**config.mk**
```make
export PLATFORM = sky130hd
export DESIGN_NAME = brls_exec
export DESIGN_NICKNAME = d
export VERILOG_FILES = /design/src/rtl/brls_pkg.sv /design/src/rtl/brls_exec.sv
export SDC_FILE = /design/constraint.sdc
export NUM_CORES = 1
export LEC_CHECK = 0
export BUFFER_PORTS_ARGS = -buffer_cell sky130_fd_sc_hd__buf_2
export CORE_ASPECT_RATIO = 1.4
export CORE_UTILIZATION = 40
export CTS_BUF_LIST = sky130_fd_sc_hd__clkbuf_8
export CTS_CLUSTER_DIAMETER = 30
export CTS_CLUSTER_SIZE = 40
export DETAILED_ROUTE_END_ITERATION = 12
export PLACE_DENSITY_LB_ADDON = 0.08
export SYNTH_ARGS = -nofsm -noshare
export SYNTH_HDL_FRONTEND = slang
export SYNTH_SLANG_ARGS = --single-unit
```
**constraint.sdc**
```tcl
create_clock -name mclk -period 12.6 [get_ports mclk]
set_input_delay 2.52 -clock mclk [delete_from_list [all_inputs] [get_ports mclk]]
set_output_delay 2.52 -clock mclk [all_outputs]
set_load 0.02 [all_outputs]
```
**src/rtl/brls_pkg.sv**
```systemverilog
// Package of constants for the branch, return, load and store execute block
package brls_pkg;
  // Major opcodes
  localparam logic [5:0] OP_PREFIX  = 6'h2c;
  localparam logic [5:0] OP_RETURN  = 6'h2d;
  localparam logic [5:0] OP_BRIMM   = 6'h2e;
  localparam logic [5:0] OP_BCCIMM  = 6'h2f;
  localparam logic [5:0] OP_LBU     = 6'h30;
  localparam logic [5:0] OP_LHU     = 6'h31;
  localparam logic [5:0] OP_LW      = 6'h32;
  localparam logic [5:0] OP_SB      = 6'h34;
  localparam logic [5:0] OP_SH      = 6'h35;
  localparam logic [5:0] OP_SW      = 6'h36;
  localparam logic [5:0] OP_LBUI    = 6'h38;
  localparam logic [5:0] OP_LHUI    = 6'h39;
  localparam logic [5:0] OP_LWI     = 6'h3a;
  localparam logic [5:0] OP_SBI     = 6'h3c;
  localparam logic [5:0] OP_SHI     = 6'h3d;
  localparam logic [5:0] OP_SWI     = 6'h3e;
  // Five-bit selector values of the immediate branch opcode
  localparam logic [4:0] BR_REL     = 5'h00;
  localparam logic [4:0] BR_RELD    = 5'h10;
  localparam logic [4:0] BR_RELLD   = 5'h14;
  localparam logic [4:0] BR_ABS     = 5'h08;
  localparam logic [4:0] BR_ABSD    = 5'h18;
  localparam logic [4:0] BR_ABSLD   = 5'h1c;
  localparam logic [4:0] BR_BREAK   = 5'h0c;
  localparam logic [4:0] BR_BARRIER = 5'h02;
  localparam logic [15:0] BAR_LOW   = 16'h0004;
  // Return selectors
  localparam logic [4:0] RET_SUB    = 5'h10;
  localparam logic [4:0] RET_INT    = 5'h11;
  localparam logic [4:0] RET_BRK    = 5'h12;
  localparam logic [4:0] RET_EXC    = 5'h14;
  localparam logic [4:0] PREFIX_SEL = 5'h00;
  // Conditions of the conditional branch
  localparam logic [2:0] CC_EQ      = 3'h0;
  localparam logic [2:0] CC_NE      = 3'h1;
  localparam logic [2:0] CC_LT      = 3'h2;
  localparam logic [2:0] CC_LE      = 3'h3;
  localparam logic [2:0] CC_GT      = 3'h4;
  localparam logic [2:0] CC_GE      = 3'h5;
  // Function field of register-addressed memory forms
  localparam logic [10:0] FN_NORM   = 11'h000;
  localparam logic [10:0] FN_ALT    = 11'h200;
  localparam logic [10:0] FN_EXT    = 11'h080;
  localparam logic [10:0] FN_RESV   = 11'h400;
  // Access sizes
  localparam logic [1:0] SZ_BYTE    = 2'h0;
  localparam logic [1:0] SZ_HALF    = 2'h1;
  localparam logic [1:0] SZ_WORD    = 2'h2;
  // Register offsets and machine status bit positions
  localparam logic [7:0] OFF_STATUS = 8'h00;
  localparam logic [7:0] OFF_CAUSE  = 8'h04;
  localparam logic [7:0] OFF_STATE  = 8'h08;
  localparam int BIT_IE             = 1;
  localparam int BIT_CARRY          = 2;
  localparam int BIT_BIP            = 3;
  localparam int BIT_EE             = 8;
  localparam int BIT_EIP            = 9;
  localparam logic RST_IE           = 1'b0;
  localparam logic RST_EE           = 1'b0;
  localparam logic [31:0] RST_CAUSE = 32'h0000_0000;
  localparam logic [31:0] PC_STEP   = 32'h0000_0004;
endpackage

```
**src/rtl/brls_exec.sv**
```systemverilog
// Execute unit for immediate branches, returns, barrier, loads and stores
`timescale 1ns/1ps
`default_nettype none
module brls_exec
  import brls_pkg::*;
(
  input  wire logic        mclk,
  input  wire logic        rst,
  input  wire logic        ce,
  // Instruction issue
  input  wire logic        instrValid,
  input  wire logic [31:0] instr,
  input  wire logic [31:0] pc,
  input  wire logic [31:0] opA,
  input  wire logic [31:0] opB,
  input  wire logic [31:0] opD,
  output logic             busy,
  output logic             done,
  output logic [31:0]      pcNext,
  output logic             taken,
  output logic             delaySlot,
  output logic             rdWe,
  output logic [4:0]       rdIdx,
  output logic [31:0]      rdData,
  output logic             illegal,
  output logic             unalignedFault,
  output logic             irqHold,
  // Events from the surrounding core
  input  wire logic        irqTaken,
  input  wire logic        excTaken,
  input  wire logic [31:0] excCause,
  input  wire logic        brkTaken,
  // Data memory bus
  output logic             memReq,
  output logic             memWe,
  output logic [31:0]      memAddr,
  output logic [31:0]      memAddrHi,
  output logic [31:0]      memWdata,
  output logic [3:0]       memBe,
  input  wire logic        memAck,
  input  wire logic [31:0] memRdata,
  input  wire logic        memDrained,
  // Register port
  input  wire logic [7:0]  regAddr,
  input  wire logic [31:0] regWdata,
  input  wire logic        regWe,
  input  wire logic        regRe,
  output logic [31:0]      regRdata,
  // Status bits shown to the core
  output logic             interruptEnable,
  output logic             breakInProgress,
  output logic             exceptionEnable,
  output logic             exceptionInProgress,
  output logic             reservation
);

  typedef enum logic [1:0] {S_IDLE, S_MEM, S_BAR} brls_state_t;

  // Sign-extend, or join with a pending prefix
  function automatic logic [31:0] extImm(input logic [15:0] imm,
                                         input logic        pre,
                                         input logic [15:0] hi);
    extImm = pre ? {hi, imm} : {{16{imm[15]}}, imm};
  endfunction

  // Byte enables, big-endian lanes: offset 0 is bits 31:24
  function automatic logic [3:0] laneBe(input logic [1:0] sz, input logic [1:0] off);
    unique case (sz)
      SZ_BYTE: laneBe = 4'h8 >> off;
      SZ_HALF: laneBe = off[1] ? 4'h3 : 4'hc;
      default: laneBe = 4'hf;
    endcase
  endfunction

  // Pick the loaded item and zero-fill the upper bits
  function automatic logic [31:0] loadData(input logic [1:0]  sz,
                                           input logic [1:0]  off,
                                           input logic [31:0] d);
    logic [31:0] sh;
    sh = d >> {~off, 3'h0};
    unique case (sz)
      SZ_BYTE: loadData = {24'h000000, sh[7:0]};
      SZ_HALF: loadData = {16'h0000, (off[1] ? d[15:0] : d[31:16])};
      default: loadData = d;
    endcase
  endfunction

  brls_state_t state_r;          // Sequencer state
  logic        prefValid_r;      // Prefix waiting for its partner
  logic [15:0] prefHi_r;         // Upper immediate half from the prefix
  logic        ldPend_r;         // Outstanding access is a load
  logic        resvPend_r;       // Outstanding load is the reserving one
  logic [1:0]  szPend_r;         // Size of the outstanding access
  logic        ie_r, carry_r, bip_r, ee_r, eip_r, resv_r;
  logic [31:0] cause_r;          // Exception cause

  // Decode fields
  logic [5:0]  op;
  logic [4:0]  fD, fA;
  logic [10:0] fn;
  logic [15:0] imm;
  logic [31:0] sImm;
  assign op   = instr[31:26];
  assign fD   = instr[25:21];
  assign fA   = instr[20:16];
  assign fn   = instr[10:0];
  assign imm  = instr[15:0];
  assign sImm = extImm(imm, prefValid_r, prefHi_r);

  // Decode results
  logic        dTake, dLink, dDelay, dIll, dBar, dPrefix;
  logic        dSetIe, dSetBip, dClrBip, dRte, dMem, dLoad, dResv, dCond, dExt, dFault;
  logic [31:0] dTarget, dAddr, dWdata;
  logic [1:0]  dSz;
  logic        zero, neg;
  assign zero = (opA == 32'h0000_0000);
  assign neg  = opA[31];

  // Combinational decode of one issued instruction
  always_comb begin
    dTake   = 1'b0;
    dLink   = 1'b0;
    dDelay  = 1'b0;
    dIll    = 1'b0;
    dBar    = 1'b0;
    dPrefix = 1'b0;
    dSetIe  = 1'b0;
    dSetBip = 1'b0;
    dClrBip = 1'b0;
    dRte    = 1'b0;
    dMem    = 1'b0;
    dLoad   = 1'b0;
    dResv   = 1'b0;
    dCond   = 1'b0;
    dExt    = 1'b0;
    dSz     = SZ_WORD;
    dTarget = pc + sImm;
    dAddr   = opA + opB;
    unique case (op)
      OP_PREFIX: begin
        // Narrow prefix only
        if (fD == PREFIX_SEL && fA == PREFIX_SEL) begin
          dPrefix = 1'b1;
        end else begin
          dIll = 1'b1;
        end
      end
      OP_BCCIMM: begin
        dDelay = fD[4];
        unique case (fD[2:0])
          CC_EQ: dTake = zero;
          CC_NE: dTake = !zero;
          CC_LT: dTake = neg;
          CC_LE: dTake = neg || zero;
          CC_GT: dTake = !neg && !zero;
          CC_GE: dTake = !neg;
          default: dIll = 1'b1;
        endcase
      end
      OP_BRIMM: begin
        unique case (fA)
          BR_REL, BR_RELD: begin
            dTake  = 1'b1;
            dDelay = fA[4];
          end
          BR_RELLD: begin
            dTake  = 1'b1;
            dLink  = 1'b1;
            dDelay = 1'b1;
          end
          BR_ABS, BR_ABSD, BR_ABSLD: begin
            dTake   = 1'b1;
            dTarget = sImm;
            dLink   = (fA == BR_ABSLD);
            dDelay  = fA[4];
          end
          BR_BREAK: begin
            dTake   = 1'b1;
            dTarget = sImm;
            dLink   = 1'b1;
            dSetBip = 1'b1;
          end
          BR_BARRIER: begin
            // Low field must hold the fixed barrier pattern
            dBar = (imm == BAR_LOW);
            dIll = (imm != BAR_LOW);
          end
          default: dIll = 1'b1;
        endcase
      end
      OP_RETURN: begin
        dTarget = opA + sImm;
        dDelay  = 1'b1;
        unique case (fD)
          RET_SUB: dTake = 1'b1;
          RET_INT: begin
            dTake  = 1'b1;
            dSetIe = 1'b1;
          end
          RET_BRK: begin
            dTake   = 1'b1;
            dClrBip = 1'b1;
          end
          RET_EXC: begin
            dTake = 1'b1;
            dRte  = 1'b1;
          end
          default: dIll = 1'b1;
        endcase
      end
      OP_LBU, OP_LHU, OP_LW, OP_SB, OP_SH, OP_SW: begin
        dMem  = 1'b1;
        dLoad = !op[2];
        dSz   = op[1:0];
        unique case (fn)
          FN_NORM, FN_ALT: dAddr = opA + opB;
          FN_EXT: begin
            dExt  = 1'b1;
            dAddr = opB;
          end
          FN_RESV: begin
            // Only word load and word store have a reserving form
            dResv = (op == OP_LW);
            dCond = (op == OP_SW);
            dIll  = (op != OP_LW) && (op != OP_SW);
            dAddr = {dAddr[31:2], 2'h0};
          end
          default: dIll = 1'b1;
        endcase
      end
      OP_LBUI, OP_LHUI, OP_LWI, OP_SBI, OP_SHI, OP_SWI: begin
        dMem  = 1'b1;
        dLoad = !op[2];
        dSz   = op[1:0];
        dAddr = opA + sImm;
      end
      default: dIll = 1'b1;
    endcase
    // Store item copied into every lane
    unique case (dSz)
      SZ_BYTE: dWdata = {4{opD[7:0]}};
      SZ_HALF: dWdata = {2{opD[15:0]}};
      default: dWdata = opD;
    endcase
    // Plain forms fault when misaligned
    dFault = dMem && !dIll && ((dSz == SZ_HALF && dAddr[0]) ||
                               (dSz == SZ_WORD && dAddr[1:0] != 2'h0));
  end

  logic accept;
  logic doMem;
  logic skipCond;
  assign accept   = ce && instrValid && (state_r == S_IDLE);
  // A conditional store with no reservation touches no memory
  assign skipCond = dCond && !resv_r;
  assign doMem    = dMem && !dIll && !dFault && !skipCond;

  // Sequencer: idle, waiting on memory, or holding at a barrier
  always_ff @(posedge mclk or posedge rst) begin
    if (rst) begin
      state_r <= S_IDLE;
    end else if (ce) begin
      unique case (state_r)
        S_IDLE: begin
          if (accept && doMem) begin
            state_r <= S_MEM;
          end else if (accept && dBar) begin
            state_r <= S_BAR;
          end
        end
        S_MEM: begin
          if (memAck) begin
            state_r <= S_IDLE;
          end
        end
        S_BAR: begin
          // Hold until the bus is quiet
          if (memDrained) begin
            state_r <= S_IDLE;
          end
        end
        default: state_r <= S_IDLE;
      endcase
    end
  end

  // Prefix capture; dropped by whatever instruction follows it
  always_ff @(posedge mclk or posedge rst) begin
    if (rst) begin
      prefValid_r <= 1'b0;
      prefHi_r    <= 16'h0000;
      irqHold     <= 1'b0;
    end else if (ce && accept) begin
      prefValid_r <= dPrefix;
      irqHold     <= dPrefix;
      if (dPrefix) begin
        prefHi_r <= imm;
      end
    end
  end

  // Memory bus request, held until acknowledged
  always_ff @(posedge mclk or posedge rst) begin
    if (rst) begin
      memReq     <= 1'b0;
      memWe      <= 1'b0;
      memAddr    <= 32'h0000_0000;
      memAddrHi  <= 32'h0000_0000;
      memWdata   <= 32'h0000_0000;
      memBe      <= 4'h0;
      ldPend_r   <= 1'b0;
      resvPend_r <= 1'b0;
      szPend_r   <= SZ_WORD;
    end else if (ce) begin
      if (accept && doMem) begin
        memReq     <= 1'b1;
        memWe      <= !dLoad;
        memAddr    <= dAddr;
        memAddrHi  <= dExt ? opA : 32'h0000_0000;
        memWdata   <= dWdata;
        memBe      <= laneBe(dSz, dAddr[1:0]);
        ldPend_r   <= dLoad;
        resvPend_r <= dResv;
        szPend_r   <= dSz;
      end else if (state_r == S_MEM && memAck) begin
        memReq <= 1'b0;
        memWe  <= 1'b0;
      end
    end
  end

  // Retirement: next program counter, link and load results
  always_ff @(posedge mclk or posedge rst) begin
    if (rst) begin
      done           <= 1'b0;
      busy           <= 1'b0;
      pcNext         <= 32'h0000_0000;
      taken          <= 1'b0;
      delaySlot      <= 1'b0;
      rdWe           <= 1'b0;
      rdIdx          <= 5'h00;
      rdData         <= 32'h0000_0000;
      illegal        <= 1'b0;
      unalignedFault <= 1'b0;
    end else if (ce) begin
      done           <= 1'b0;
      rdWe           <= 1'b0;
      illegal        <= 1'b0;
      unalignedFault <= 1'b0;
      if (accept) begin
        taken     <= dTake && !dIll;
        delaySlot <= dDelay && !dIll;
        pcNext    <= (dTake && !dIll) ? dTarget : pc + PC_STEP;
        rdIdx     <= fD;
        rdData    <= pc;
        if (doMem || dBar) begin
          busy <= 1'b1;
        end else begin
          done           <= 1'b1;
          rdWe           <= dLink && !dIll;
          illegal        <= dIll;
          unalignedFault <= dFault;
        end
      end else if ((state_r == S_MEM && memAck) || (state_r == S_BAR && memDrained)) begin
        busy <= 1'b0;
        done <= 1'b1;
        if (state_r == S_MEM && ldPend_r) begin
          rdWe   <= 1'b1;
          rdData <= loadData(szPend_r, memAddr[1:0], memRdata);
        end
      end
    end
  end

  // Status bits; the last assignment wins
  always_ff @(posedge mclk or posedge rst) begin
    if (rst) begin
      ie_r    <= RST_IE;
      carry_r <= 1'b0;
      bip_r   <= 1'b0;
      ee_r    <= RST_EE;
      eip_r   <= 1'b0;
      cause_r <= RST_CAUSE;
    end else if (ce) begin
      if (regWe && regAddr == OFF_STATUS) begin
        ie_r    <= regWdata[BIT_IE];
        carry_r <= regWdata[BIT_CARRY];
        bip_r   <= regWdata[BIT_BIP];
        ee_r    <= regWdata[BIT_EE];
        eip_r   <= regWdata[BIT_EIP];
      end
      if (regWe && regAddr == OFF_CAUSE) begin
        cause_r <= regWdata;
      end
      if (irqTaken) begin
        ie_r <= 1'b0;
      end
      if (brkTaken) begin
        bip_r <= 1'b1;
      end
      if (excTaken) begin
        ee_r    <= 1'b0;
        eip_r   <= 1'b1;
        cause_r <= excCause;
      end
      if (accept && !dIll) begin
        if (dSetIe) begin
          ie_r <= 1'b1;
        end
        if (dSetBip) begin
          bip_r <= 1'b1;
        end
        if (dClrBip) begin
          bip_r <= 1'b0;
        end
        if (dRte) begin
          ee_r    <= 1'b1;
          eip_r   <= 1'b0;
          cause_r <= RST_CAUSE;
        end
        if (dCond) begin
          // Carry reports the outcome of the conditional store
          carry_r <= !resv_r;
        end
      end
    end
  end

  // Reservation flag only; no word address is kept or compared
  always_ff @(posedge mclk or posedge rst) begin
    if (rst) begin
      resv_r <= 1'b0;
    end else if (ce) begin
      if (state_r == S_MEM && memAck && resvPend_r) begin
        resv_r <= 1'b1;
      end
      if (accept && dCond) begin
        resv_r <= 1'b0;
      end
      // Disruptions come last so they win over a completing reserve
      if (irqTaken || excTaken || brkTaken || (accept && dSetBip)) begin
        resv_r <= 1'b0;
      end
    end
  end

  // Read port: data one cycle after the strobe
  always_ff @(posedge mclk or posedge rst) begin
    if (rst) begin
      regRdata <= 32'h0000_0000;
    end else if (ce) begin
      regRdata <= 32'h0000_0000;
      if (regRe) begin
        unique case (regAddr)
          OFF_STATUS: begin
            regRdata[BIT_IE]    <= ie_r;
            regRdata[BIT_CARRY] <= carry_r;
            regRdata[BIT_BIP]   <= bip_r;
            regRdata[BIT_EE]    <= ee_r;
            regRdata[BIT_EIP]   <= eip_r;
          end
          OFF_CAUSE: regRdata <= cause_r;
          OFF_STATE: regRdata <= {26'h0000000, irqHold, prefValid_r,
                                  (state_r == S_BAR), (state_r == S_MEM), busy, resv_r};
          default:   regRdata <= 32'h0000_0000;
        endcase
      end
    end
  end

  // Status outputs, registered copies
  always_ff @(posedge mclk or posedge rst) begin
    if (rst) begin
      interruptEnable     <= RST_IE;
      breakInProgress     <= 1'b0;
      exceptionEnable     <= RST_EE;
      exceptionInProgress <= 1'b0;
      reservation         <= 1'b0;
    end else if (ce) begin
      interruptEnable     <= ie_r;
      breakInProgress     <= bip_r;
      exceptionEnable     <= ee_r;
      exceptionInProgress <= eip_r;
      reservation         <= resv_r;
    end
  end

endmodule
`default_nettype wire

```
## Word-level counts from Yosys, hierarchy flattened

Index checks and enable logic that the tools add are counted.

- Bits in registers: 276
- Latch bits: 0
- Bits in writable memories: 0
- Memory bits (read-only): 0
- Bits of input ports: 275
- Output and inout bits: 216
- Logic and storage cells: 272
- Memories: 0

- Add/sub/neg operators: 4
- $mul: 0
- Divide/modulo/power cells: 0
- $lt $le $gt $ge: 0
- Equality and inequality tests: 50
- Shift operators: 2
- Mux-type cells: 105
- Bitwise gates (word level): 1
- Reduce and logical (&&, ||, !) cells: 75

Operator list:

| operator | number |
|---|---|
| 32-bit 2-to-1 mux | 12 |
| 32-bit one-hot mux with 2 select lines | 5 |
| 32-bit adder | 3 |
| 6-bit == test, second input constant | 16 |
| 1-bit 2-to-1 mux | 66 |
| 5-bit == test, second input constant | 8 |
| 32-bit by 3-bit adder with 32-bit output, second input constant | 1 |
| 32-bit logical NOT | 1 |
| 32-bit by 5-bit right shift with 8-bit output | 1 |
| 1-bit logical AND | 27 |
| 22-bit 2-to-1 mux | 1 |
| 6-bit OR reduction | 3 |
| 16-bit by 3-bit == test with 1-bit output, second input constant | 1 |
| 16-bit 2-to-1 mux | 1 |
| 16-bit by 3-bit != test with 1-bit output, second input constant | 1 |
| 4-bit one-hot mux with 2 select lines | 2 |
| 6-bit != test, second input constant | 2 |
| 1-bit one-hot mux with 6 select lines | 2 |
| 12-bit OR reduction | 1 |
| 11-bit by 10-bit == test with 1-bit output, second input constant | 1 |
| 11-bit == test, second input constant | 1 |
| 11-bit by 8-bit == test with 1-bit output, second input constant | 1 |
| 11-bit logical NOT | 1 |
| 5-bit by 4-bit == test with 1-bit output, second input constant | 2 |
| 36 further kinds | 77 |

## Logic depth before layout (Yosys ltp)

Gate-level depths: netlist of run 1.

- Word-level depth: 13
- Depth in mapped cells: 15
- Depth with buffers taken out: 12

## Worst setup path after synthesis of run 1

Ideal clock, no wire load.

- Path type: in2reg
- Start: input port instr[15]
- End: register pcNext[30]
- Setup time: 0.077 ns
- Arrival: 5.215 ns
- Slack: 7.308 ns
- Cell stages on the path: 12
- Path buffers: 1
- Cells stage by stage: nand2b_1 clkbuf_1 nand2_1 ha_1 nand3_1 or3_1 o211a_1 o211a_1 or2_2 o311ai_1 a22oi_1 a21oi_1

- Cells in the longest elaborated chain, start to end: 6
- Elaborated cells on any way between the ends: 11
- Classes of those cells: add/sub (2); eq/ne (1); mux (6); reduce/logical (2)

RTL lines:

| item | line | text |
|---|---|---|
| from (decl) | brls_exec.sv:12 | `input wire logic [31:0] instr,` |
| parallel branches: the longest is 5 deep, another holds 32-bit adder | -- |  |
| 32-bit 2-to-1 mux (*) | brls_exec.sv:353 | `pcNext <= (dTake && !dIll) ? dTarget : pc + PC_STEP;` |
| to (signal assigned) | brls_exec.sv:353 |  |
| to (decl) | brls_exec.sv:19 | `output logic [31:0] pcNext,` |

Mark *: on every way between the ends.
A chain may end at the register's enable or synchronous reset.

## Worst setup path in the final report of run 1

- Start: input port instr[26]
- End: register memAddr[31]

- Cells in the longest elaborated chain, start to end: 12
- Elaborated cells on any way between the ends: 45
- Classes of those cells: eq/ne (20); mux (7); reduce/logical (18)

RTL lines:

| item | line | text |
|---|---|---|
| 6-bit == test, or another cell as far along | brls_exec.sv:139 | `unique case (op)` |
| 12-bit OR reduction (no line), or another cell as far along | -- |  |
| 2-bit 2-to-1 mux, or another cell as far along | brls_exec.sv:139 |  |
| 2-bit by 1-bit == test with 1-bit output, or another cell as far along | brls_exec.sv:246 | `dFault = dMem && !dIll && ((dSz == SZ_HALF && dAddr[0]) \|\|` |
| 1-bit logical AND, or another cell as far along | brls_exec.sv:246 |  |
| 1-bit logical OR or 1-bit logical AND (tied branches) | brls_exec.sv:246, brls_exec.sv:256 |  |
| 1-bit logical AND | brls_exec.sv:246 |  |
| 1-bit logical NOT | brls_exec.sv:256 | `assign doMem = dMem && !dIll && !dFault && !skipCond;` |
| 1-bit logical AND (2 in a row) | brls_exec.sv:256 |  |
| 1-bit logical AND | brls_exec.sv:315 | `if (accept && doMem) begin` |
| 2-bit AND reduction (no line) | -- |  |
| to (signal assigned) | brls_exec.sv:318 | `memAddr <= dAddr;` |
| to (decl) | brls_exec.sv:36 | `output logic [31:0] memAddr,` |

Parallel ways exist; a longest one is shown, timed or not.

==> results of run 1 <==
## logic make-up (layout without fill, tap and decap cells)
logic type | Yosys count | in the layout | synth area share (%)
xor+xnor | 103 | 103 | 4.66
compound gates | 736 | 736 | 25.0
mux | 95 | 95 | 5.13
simple gates | 788 | 788 | 18.7
other cells | 0 | 10 | 0
fa+ha+maj | 97 | 97 | 6.39
flops | 276 | 276 | 35.7
buf+inv | 218 | 714 | 4.41
## power by group
group | total (uW) | internal [uW] | switching (uW)
combinational | 777 | 286 | 492
clock | 1230 | 742 | 485
sequential | 1020 | 966 | 56.3
## per-stage QoR
step	utilization (%)	hold slack (ps)	total power [uW]	area, um^2
floorplan	-	450	1520	19300
global placement	46.5	448	1800	22300
detailed placement	46.5	450	1810	22300
CTS	49.7	465	3050	23800
global route	49.7	494	3180	23800
finish	49.8	460	3030	23800
## layout make-up
type | instances | area (um^2)
diodes | 10 | 25.0
clock buffers | 82 | 1130
clock inverters | 40 | 412
fillers | 4786 | 24100
inverters | 79 | 304
multi-input cells | 1819 | 11600
flip-flops and latches | 276 | 6910
well taps | 630 | 788
repair buffers | 513 | 2640
## per-layer routing
| metal | global-route usage (%) | up-vias | wire [um] | share of wire, % |
|---|---|---|---|---|
| li1 | - | 9420 | - | - |
| met5 | 0 | - | 27 | 0.035 |
| met2 | 53.1 | 884 | 38500 | 49 |
| met1 | 36.7 | 9654 | 30800 | 39 |
| met4 | 15.9 | 4 | 3560 | 4.6 |
| met3 | 5.34 | 164 | 5240 | 6.7 |
## state kept, by name, summed over array words and instances (netlist names), 2 cells and up
| signal | cells |
|---|---|
| memBe | 4 |
| pcNext | 32 |
| memWdata | 32 |
| rdData | 32 |
| rdIdx | 5 |
| memAddr | 32 |
| szPend_r | 2 |
| cause_r | 32 |
| regRdata | 32 |
| memAddrHi | 32 |
| prefHi_r | 16 |
| state_r | 2 |
## worst max-delay path, delay by kind of cell
kind,cells,cell delay (ps)
AOI/OAI and AO/OA,5,1700
and+or+nand+nor,4,1420
buffers and inverters,3,1280
## path summary, 6_finish.rpt
kind                                          from                        end  cells past startpoint
max reg2reg                prefValid_r$_DFFE_PP0P_     pcNext[30]$_DFFE_PP0P_                     11
max                                      instr[26]    memAddr[31]$_DFFE_PP0P_                     12
min                        memWdata[3]$_DFFE_PP0P_    memWdata[3]$_DFFE_PP0P_                      2
max in group asynchronous                      rst   prefHi_r[10]$_DFFE_PP0P_                      3
min in group asynchronous                      rst  memAddrHi[21]$_DFFE_PP0P_                      2
min reg2reg                memWdata[3]$_DFFE_PP0P_    memWdata[3]$_DFFE_PP0P_                      2
## layout by cell type (no fill, tap or decap), types with 13 or more instances in the layout
cell,instances
a211oi_1,24
a21o_1,54
a21oi_1,172
a221oi_1,26
a222oi_1,37
a22o_1,41
a22oi_1,20
a31oi_1,16
and3_1,18
buf_2,490
buf_4,22
clkbuf_8,82
dfrtp_1,275
ha_1,94
inv_1,87
mux2_2,23
mux2i_1,71
nand2_1,338
nand2b_1,15
nand3_1,107
nand4_1,29
nor2_1,156
nor3_1,36
o211ai_1,13
o21ai_0,203
o21bai_1,15
o22ai_1,24
xnor2_1,60
xor2_1,43
==> metrics, run 1 <==
Commonest cells post-synth=338 x nand2_1, 275 x dfrtp_1, 203 x o21ai_0; postcts setup bufs=0; worst vdd ir=roughly 0.075 mV; Remaining Overflow, GRT=0; core area=about 0.048 mm^2; RD Place Congestion=0.946; CTS root buffer=clkbuf_8; fin worst setup slack=between 6000 and 7000 ps; Area Overhead vs Synth=23.2%; Slew @ Worst Pin=1230 ps; clock skew=just under 40 ps; placed cell count=3317; worst slack, placed=approximately 5500 ps; routed len/inst=about 23 um; post-cts sizing count=0; Via Count=around 20000; clk buf depth=3; cts hold-fix bufs=0; Worst path slowest cell=nand4b_4; crit-path max FO=86; critical path startpoint category=input port; Die W=about 190 um; antenna violations before repair=13; min-delay worst type=flop to flop; clk_lat worst skew=about 650 ps; critical path required time=13120 ps; static leakage=between 0.01 and 0.015 uW; syn_area_per_cell=around 8.4 um^2; setup slack, reg-to-reg=8080 ps; first-pass GRT wire length=116 mm; P per Cell Area=about 130 mW/mm^2; arrival time at the worst endpoint=6980 ps; Setup CP Type=input port to flop; RSZ-0062 raised after global routing=no; Netlist cell types=81; post-synth top area cell=dfrtp_1; Most used DFF post-synth=dfrtp_1; via/cell ratio=slightly below 6; fin crit share=between 50% and 60%; FMAX=roughly 0.15 GHz; vias in the first global route=19200; count leader, synth=nand2_1; setup_tns=0 ps; Final Hold Fails=0; port bufs=490; worst path cell trace=buf_2 > nand2_1 > nand3_1 > nor4_4 > buf_4 > a222oi_1 > o22a_2 > nand4b_4 > buf_4 > a221o_1 > a311oi_2 > a21oi_1; Max Slew Vio Count=0; DR pass1 iterations=5; FFs w/ async S/R, synth=100%; mapped cell area=0.0193 mm^2; Site Rows=between 90 and 100; hpwl dp=roughly 60 mm; Clock transition at path regs=~60 ps; critical path capture point type=flop; Seq cells post-synth=between 200 and 300; Seq/Total Area, Yosys=a little over a third; DRC viols=0; Yosys warning count=0; largest net degree at the start of global routing=159; CTS H-Tree Depth=3; status=finished clean; Starting DRT DRC Count=between 1500 and 2000; Initial Util=40.4%; area share of the largest cell type after synthesis=a little over a third; Nets=approximately 3100; die area=about 0.049 mm^2; CTS tree=built; Antenna Nets Post-Route=0; Gate Count Post-Synth=about 2300; total CTS buffers=67; Final min period=about 6500 ps; maxcap violations=0; Slew headroom=between 10% and 20%; top cells by area, synth=dfrtp_1 36%, nand2_1 6.6%, ha_1 6.1%, o21ai_0 5.3%, a21oi_1 4.5%; # clock sinks=~280; Net Count, Synth=2685; die height=between 200 and 300 um; Setup violations, final=0; I/O pin count=slightly below 500; Finished Layout Cells=between 3000 and 4000; Post-Route WL=roughly 78 mm; number of flops mapped to enable cells by yosys=0; CP peak stage delay=between 800 and 900 ps; GRT Total Usage=30.8%; layout cells sized above 1=~24%; CP most frequent cell=buf_4
Power figures use the tool's default switching activity.
==> inputs of run 2 (changes only) <==
==> constraint.sdc (replaced) <==
create_clock -name mclk -period 5.5 [get_ports mclk]
set_input_delay 1.1 -clock mclk [delete_from_list [all_inputs] [get_ports mclk]]
set_output_delay 1.1 -clock mclk [all_outputs]
set_load 0.02 [all_outputs]
==> run 2 against run 1 <==
Against the previous run:
- first-iteration DRC count rose by 7.2%
- total power increased by 140%
- wire length grew 0.18%
- core utilization increased by 0.58 points
- sequential share of layout area is 0.33 points lower
- non-clock buffer count increased by 17
- via count increased by 0.55%
==> metrics, run 2 (synthesized netlist as in run 1, its figures left out) <==
CP peak stage delay=520 ps; CTS H-Tree Depth=3; P_int=4710 uW; setup_tns=0 ps; Net Sw Frac=34.5%; # clock sinks=around 280; cts hold-fix bufs=0; postcts setup bufs=0; worst vdd ir=0.226 mV; Antenna Nets Post-Route=0; layout cells sized above 1=about a quarter; vias in the first global route=between 15000 and 20000; post-cts sizing count=0; largest net degree at the start of global routing=about 130; Via Count=between 20000 and 25000; cell family with most CP delay=simple AND/OR/NAND/NOR gates; Slew headroom=~22%; Setup CP Type=input port to flop; Setup violations, final=0; Die W=about 190 um; status=finished clean; Initial Util=40.4%; clock skew=~32 ps; final hold slack=roughly 460 ps; Clk pwr share=a little over two fifths; hpwl dp=about 60 mm; clk buf depth=3; maxcap violations=0; Slew @ Worst Pin=between 1000 and 1500 ps; first-pass GRT wire length=around 120 mm; CP bufs+invs=1; GRT Total Usage=~30%; routed len/inst=22.6 um; total CTS buffers=approximately 70; critical path capture point type=flop; Post-Route WL=around 78 mm; clk_lat worst skew=about 660 ps; area post-placement=~0.022 mm^2; P per Cell Area=298 mW/mm^2; CTS root buffer=clkbuf_8; FILL cells=between 4000 and 5000; core area=0.0479 mm^2; power consumption=7190 uW; static leakage=about 0.012 uW; FMAX=approximately 0.24 GHz; Starting DRT DRC Count=1639; RD Place Congestion=about 0.95; Final Hold Fails=0; DRC viols=0; CP most frequent cell=o211a_1; via/cell ratio=slightly below 6; worst path cell trace=buf_2 > nand2b_1 > nand2_1 > ha_1 > nand3_1 > or3_1 > o211a_1 > o211a_1 > or2_2 > o311ai_1 > a22oi_1 > a21oi_1; crit-path max FO=20; critical path required time=6060 ps; critical path startpoint category=input port; hold depth=2; die area=0.0492 mm^2; Worst path slowest cell=o311ai_1; Area Overhead vs Synth=24.7%; most common cell after layout, fill and taps aside=buf_2; arrival time at the worst endpoint=about 4800 ps; cell area after layout=between 0.02 and 0.025 mm^2; commonest cells after routing, fill and taps aside=490 x buf_2, 338 x nand2_1, 275 x dfrtp_1, 203 x o21ai_0, 172 x a21oi_1; die height=262 um; CTS tree=built; fin crit share=~76%; Final min period=between 4000 and 5000 ps; Gate power share=around 25%; Nets=3150; Worst R2R Path Depth=11; Clock transition at path regs=approximately 60 ps; critical path depth=12; NetSw=2480 uW; Site Rows=95; min-delay worst type=flop to flop; Remaining Overflow, GRT=0; RSZ-0062 raised after global routing=no; Max Slew Vio Count=0; antenna violations before repair=8; I/O pin count=around 490; port bufs=490; DR pass1 iterations=6; sequential power share=between 30% and 40%
run 2: cell types whose count changed in the layout (fill, tap and decap cells not counted), sizes merged:
cell / delta
diode: -4
clkinvlp: +5
bufinv: +3
buf: +17
clkbuf: -4
clkinv: +8
run 2: area by class of cell:
cell class	count	area (um^2)	share of cell area, %
antenna	6	15.0	0.0623
clock buffer	78	1070	4.45
clock inverter	56	618	2.56
inverter	79	300	1.25
multi-input combinational	1819	11600	48.2
sequential	276	6910	28.7
tap	630	788	3.27
timing repair buffer	530	2780	11.5
run 2: per-layer routing:
layer | global-route usage, % | share of wire, % | up-vias
li1 | - | - | 9456
met1 | 36.8 | 40 | 9793
met2 | 53.3 | 49 | 822
met3 | 5.13 | 6.2 | 160
met4 | 15.3 | 4.3 | 6
met5 | 0 | 0.038 | -
run 2: worst min-delay path: cells and delay by family, from the launching register on:
kind / cells / cell delay (ps)
and+or+nand+nor: 2 / 90
DFF: 1 / 340
run 2: per-stage QoR:
step	setup slack (ps)	util [%]	cells
detailed placement	733	46.8	3334
global route	1070	50.3	3472
finish	1310	50.3	3474
global placement	884	46.8	3334
floorplan	749	-	2313
CTS	1410	50.3	3468
run 2: path summary, 6_finish.rpt:
path                                    startpoint                        to  slack (ps)
setup / recovery                         instr[15]    pcNext[30]$_DFFE_PP0P_        1310
hold / removal             memWdata[4]$_DFFE_PP0P_   memWdata[4]$_DFFE_PP0P_         460
setup reg to reg           prefValid_r$_DFFE_PP0P_    pcNext[30]$_DFFE_PP0P_        1530
hold reg to reg            memWdata[4]$_DFFE_PP0P_   memWdata[4]$_DFFE_PP0P_         460
max in group asynchronous                      rst  memWdata[17]$_DFFE_PP0P_        3760
min in group asynchronous                      rst  regRdata[25]$_DFFE_PP0P_         560
run 2: power groups by stage:
stage               logic, uW  clock network [uW]  registers, uW
detailed placement       1780                   0           2370
floorplan                 945                   0           2530
global route             1950                3210           2360
finish                   1790                3050           2340
CTS                      1790                3120           2340
global placement         1770                   0           2370
==> inputs of run 3 (changes only) <==
==> constraint.sdc (replaced) <==
create_clock -name mclk -period 4.4 [get_ports mclk]
set_input_delay 0.88 -clock mclk [delete_from_list [all_inputs] [get_ports mclk]]
set_output_delay 0.88 -clock mclk [all_outputs]
set_load 0.02 [all_outputs]
==> run 3 against run 2 <==
Against the previous run:
- core utilization increased by 0.23 points
- clock skew increased by 2.6 ps
- die area unchanged
- flip-flop and latch count unchanged
- wire length increased by 1.2%
- hold slack got worse by 340 ps
- sequential power increased by 25%
- count of clock-buffer cells in the layout increased by 3
- worst setup slack got worse by 430 ps
- total power increased by 23%
==> metrics, run 3 (synthesized netlist as in run 1, its figures left out) <==
Worst R2R Path Depth=11; Setup CP Type=flop to flop; Setup crit end=pcNext[30]$_DFFE_PP0P_; most common cell after layout, fill and taps aside=buf_2; worst path cell trace=nand2b_1 > nand2_1 > ha_1 > nand3_1 > or3_1 > o211a_1 > o211a_1 > or2_2 > o311ai_1 > a22oi_1 > a21oi_1; Site Rows=95; Slew headroom=24.1%; Area Overhead vs Synth=25.2%; worst vdd ir=between 0.2 and 0.25 mV; CP most frequent cell=o211a_1; FMAX=0.284 GHz; Slew @ Worst Pin=1130 ps; Clock transition at path regs=roughly 70 ps; critical path startpoint category=flop; largest net degree at the start of global routing=95; worst slack, placed=between 200 and 300 ps; fin crit share=around four fifths; Remaining Overflow, GRT=0; commonest cells after routing, fill and taps aside=490 x buf_2, 338 x nand2_1, 275 x dfrtp_1, 203 x o21ai_0, 172 x a21oi_1; critical path required time=between 4000 and 5000 ps; RR Startpoint=prefValid_r$_DFFE_PP0P_; Final Hold Fails=0; post-cts sizing count=0; total CTS buffers=70; DRC viols=0; CTS tree=built; layout cells sized above 1=roughly 25%; postcts setup bufs=0; Worst path slowest cell=o311ai_1; critical path depth=11; status=finished clean; CTS root buffer=clkbuf_8; critical path capture point type=flop; CTS H-Tree Depth=3; die height=262 um; min-delay worst type=input port to async pin; die area=a little under 0.05 mm^2; Initial Util=40.4%; Antenna Nets Post-Route=0; setup_tns=0 ps; first-pass GRT wire length=around 120 mm; vias in the first global route=19900; CP startpoint=prefValid_r$_DFFE_PP0P_; clock skew=roughly 35 ps; P per Cell Area=about 370 mW/mm^2; # clock sinks=around 280; Starting DRT DRC Count=between 1000 and 1500; RD Place Congestion=about 0.95; core area=0.0479 mm^2; port bufs=between 400 and 500; Final min period=between 3000 and 4000 ps; arrival time at the worst endpoint=~4000 ps; GRT Total Usage=roughly a third; routed len/inst=around 23 um; reg-to-reg endpoint=pcNext[30]$_DFFE_PP0P_; clk_lat worst skew=roughly 670 ps; hpwl dp=between 60 and 70 mm; Post-Route WL=a little under 80 mm; crit-path max FO=6; CP bufs+invs=0; antenna violations before repair=8; static leakage=around 0.012 uW; Nets=~3200; setup slack, reg-to-reg=approximately 880 ps; clk buf depth=3; fin worst setup slack=slightly below 900 ps; DR pass1 iterations=7; RSZ-0062 raised after global routing=no; Max Slew Vio Count=0; maxcap violations=0; Die W=about 190 um; cts hold-fix bufs=0; via/cell ratio=5.81; cell family with most CP delay=compound AO/OA/AOI/OAI gates; Via Count=20300; I/O pin count=491; CP peak stage delay=roughly 630 ps; Setup violations, final=0
## run 3: changes by cell type in the layout (fill, tap and decap cells not counted), moves of 2 or more
cell,previous run,this run
buf_4,38,58
clkinvlp_4,14,5
clkinv_4,9,3
clkinv_2,11,15
clkbuf_8,78,81
inv_8,1,4
buf_12,2,4
bufinv_16,10,8
inv_1,84,86
inv_6,6,4
## run 3: layout make-up
cell class | count | area (um^2)
Antenna cell | 5 | 12.5
Clock buffer | 81 | 1110
Clock inverter | 47 | 498
Fill cell | 4726 | 23700
Inverter | 79 | 300
Multi-Input combinational cell | 1819 | 11600
Sequential cell | 276 | 6910
Tap cell | 630 | 788
Timing Repair Buffer | 552 | 2970
## run 3: metal layers
metal | global-route usage [%] | up-vias | part of all wire [%]
met4 | 17.4 | 6 | 5.1
met1 | 36.9 | 9711 | 39
li1 | - | 9500 | -
met5 | 0 | - | 0.056
met2 | 54.1 | 867 | 49
met3 | 5.73 | 171 | 6.7
## run 3: worst min-delay path by stage
stage                                   start                        end  cells after the start
floorplan              resvPend_r$_DFFE_PP0P_     resvPend_r$_DFFE_PP0P_                      2
global placement    memAddrHi[23]$_DFFE_PP0P_  memAddrHi[23]$_DFFE_PP0P_                      2
detailed placement    memWdata[4]$_DFFE_PP0P_    memWdata[4]$_DFFE_PP0P_                      2
CTS                                       rst    memAddr[25]$_DFFE_PP0P_                      2
global route                              rst    memAddr[25]$_DFFE_PP0P_                      2
finish                                    rst    memAddr[25]$_DFFE_PP0P_                      2
## run 3: stage by stage
step / hold slack (ps) / util, % / power [uW] / std cells / area [um^2]
finish: 120 / 50.6 / 8850 / 3489 / 24200
global placement: 446 / 47.2 / 5190 / 3356 / 22600
CTS: 71.9 / 50.5 / 8920 / 3484 / 24200
global route: 105 / 50.6 / 9290 / 3488 / 24200
detailed placement: 450 / 47.2 / 5200 / 3356 / 22600
floorplan: 450 / - / 4340 / 2313 / 19300
## run 3: report_power, final
group	switching, uW	leakage (uW)	internal, uW	total, uW
Clock	1460	0.000859	2200	3670
Sequential	159	0.00361	2770	2930
Combinational	1420	0.00775	838	2260
Total	3040	0.0122	5810	8850
## run 3: worst reg2reg max path: cells and delay by family, from the launching register on
| kind | cells | cell delay [ps] |
|---|---|---|
| AOI/OAI and AO/OA | 5 | 1570 |
| and+or+nand+nor | 5 | 1090 |
| DFF | 1 | 410 |
| adders and majority gates | 1 | 400 |
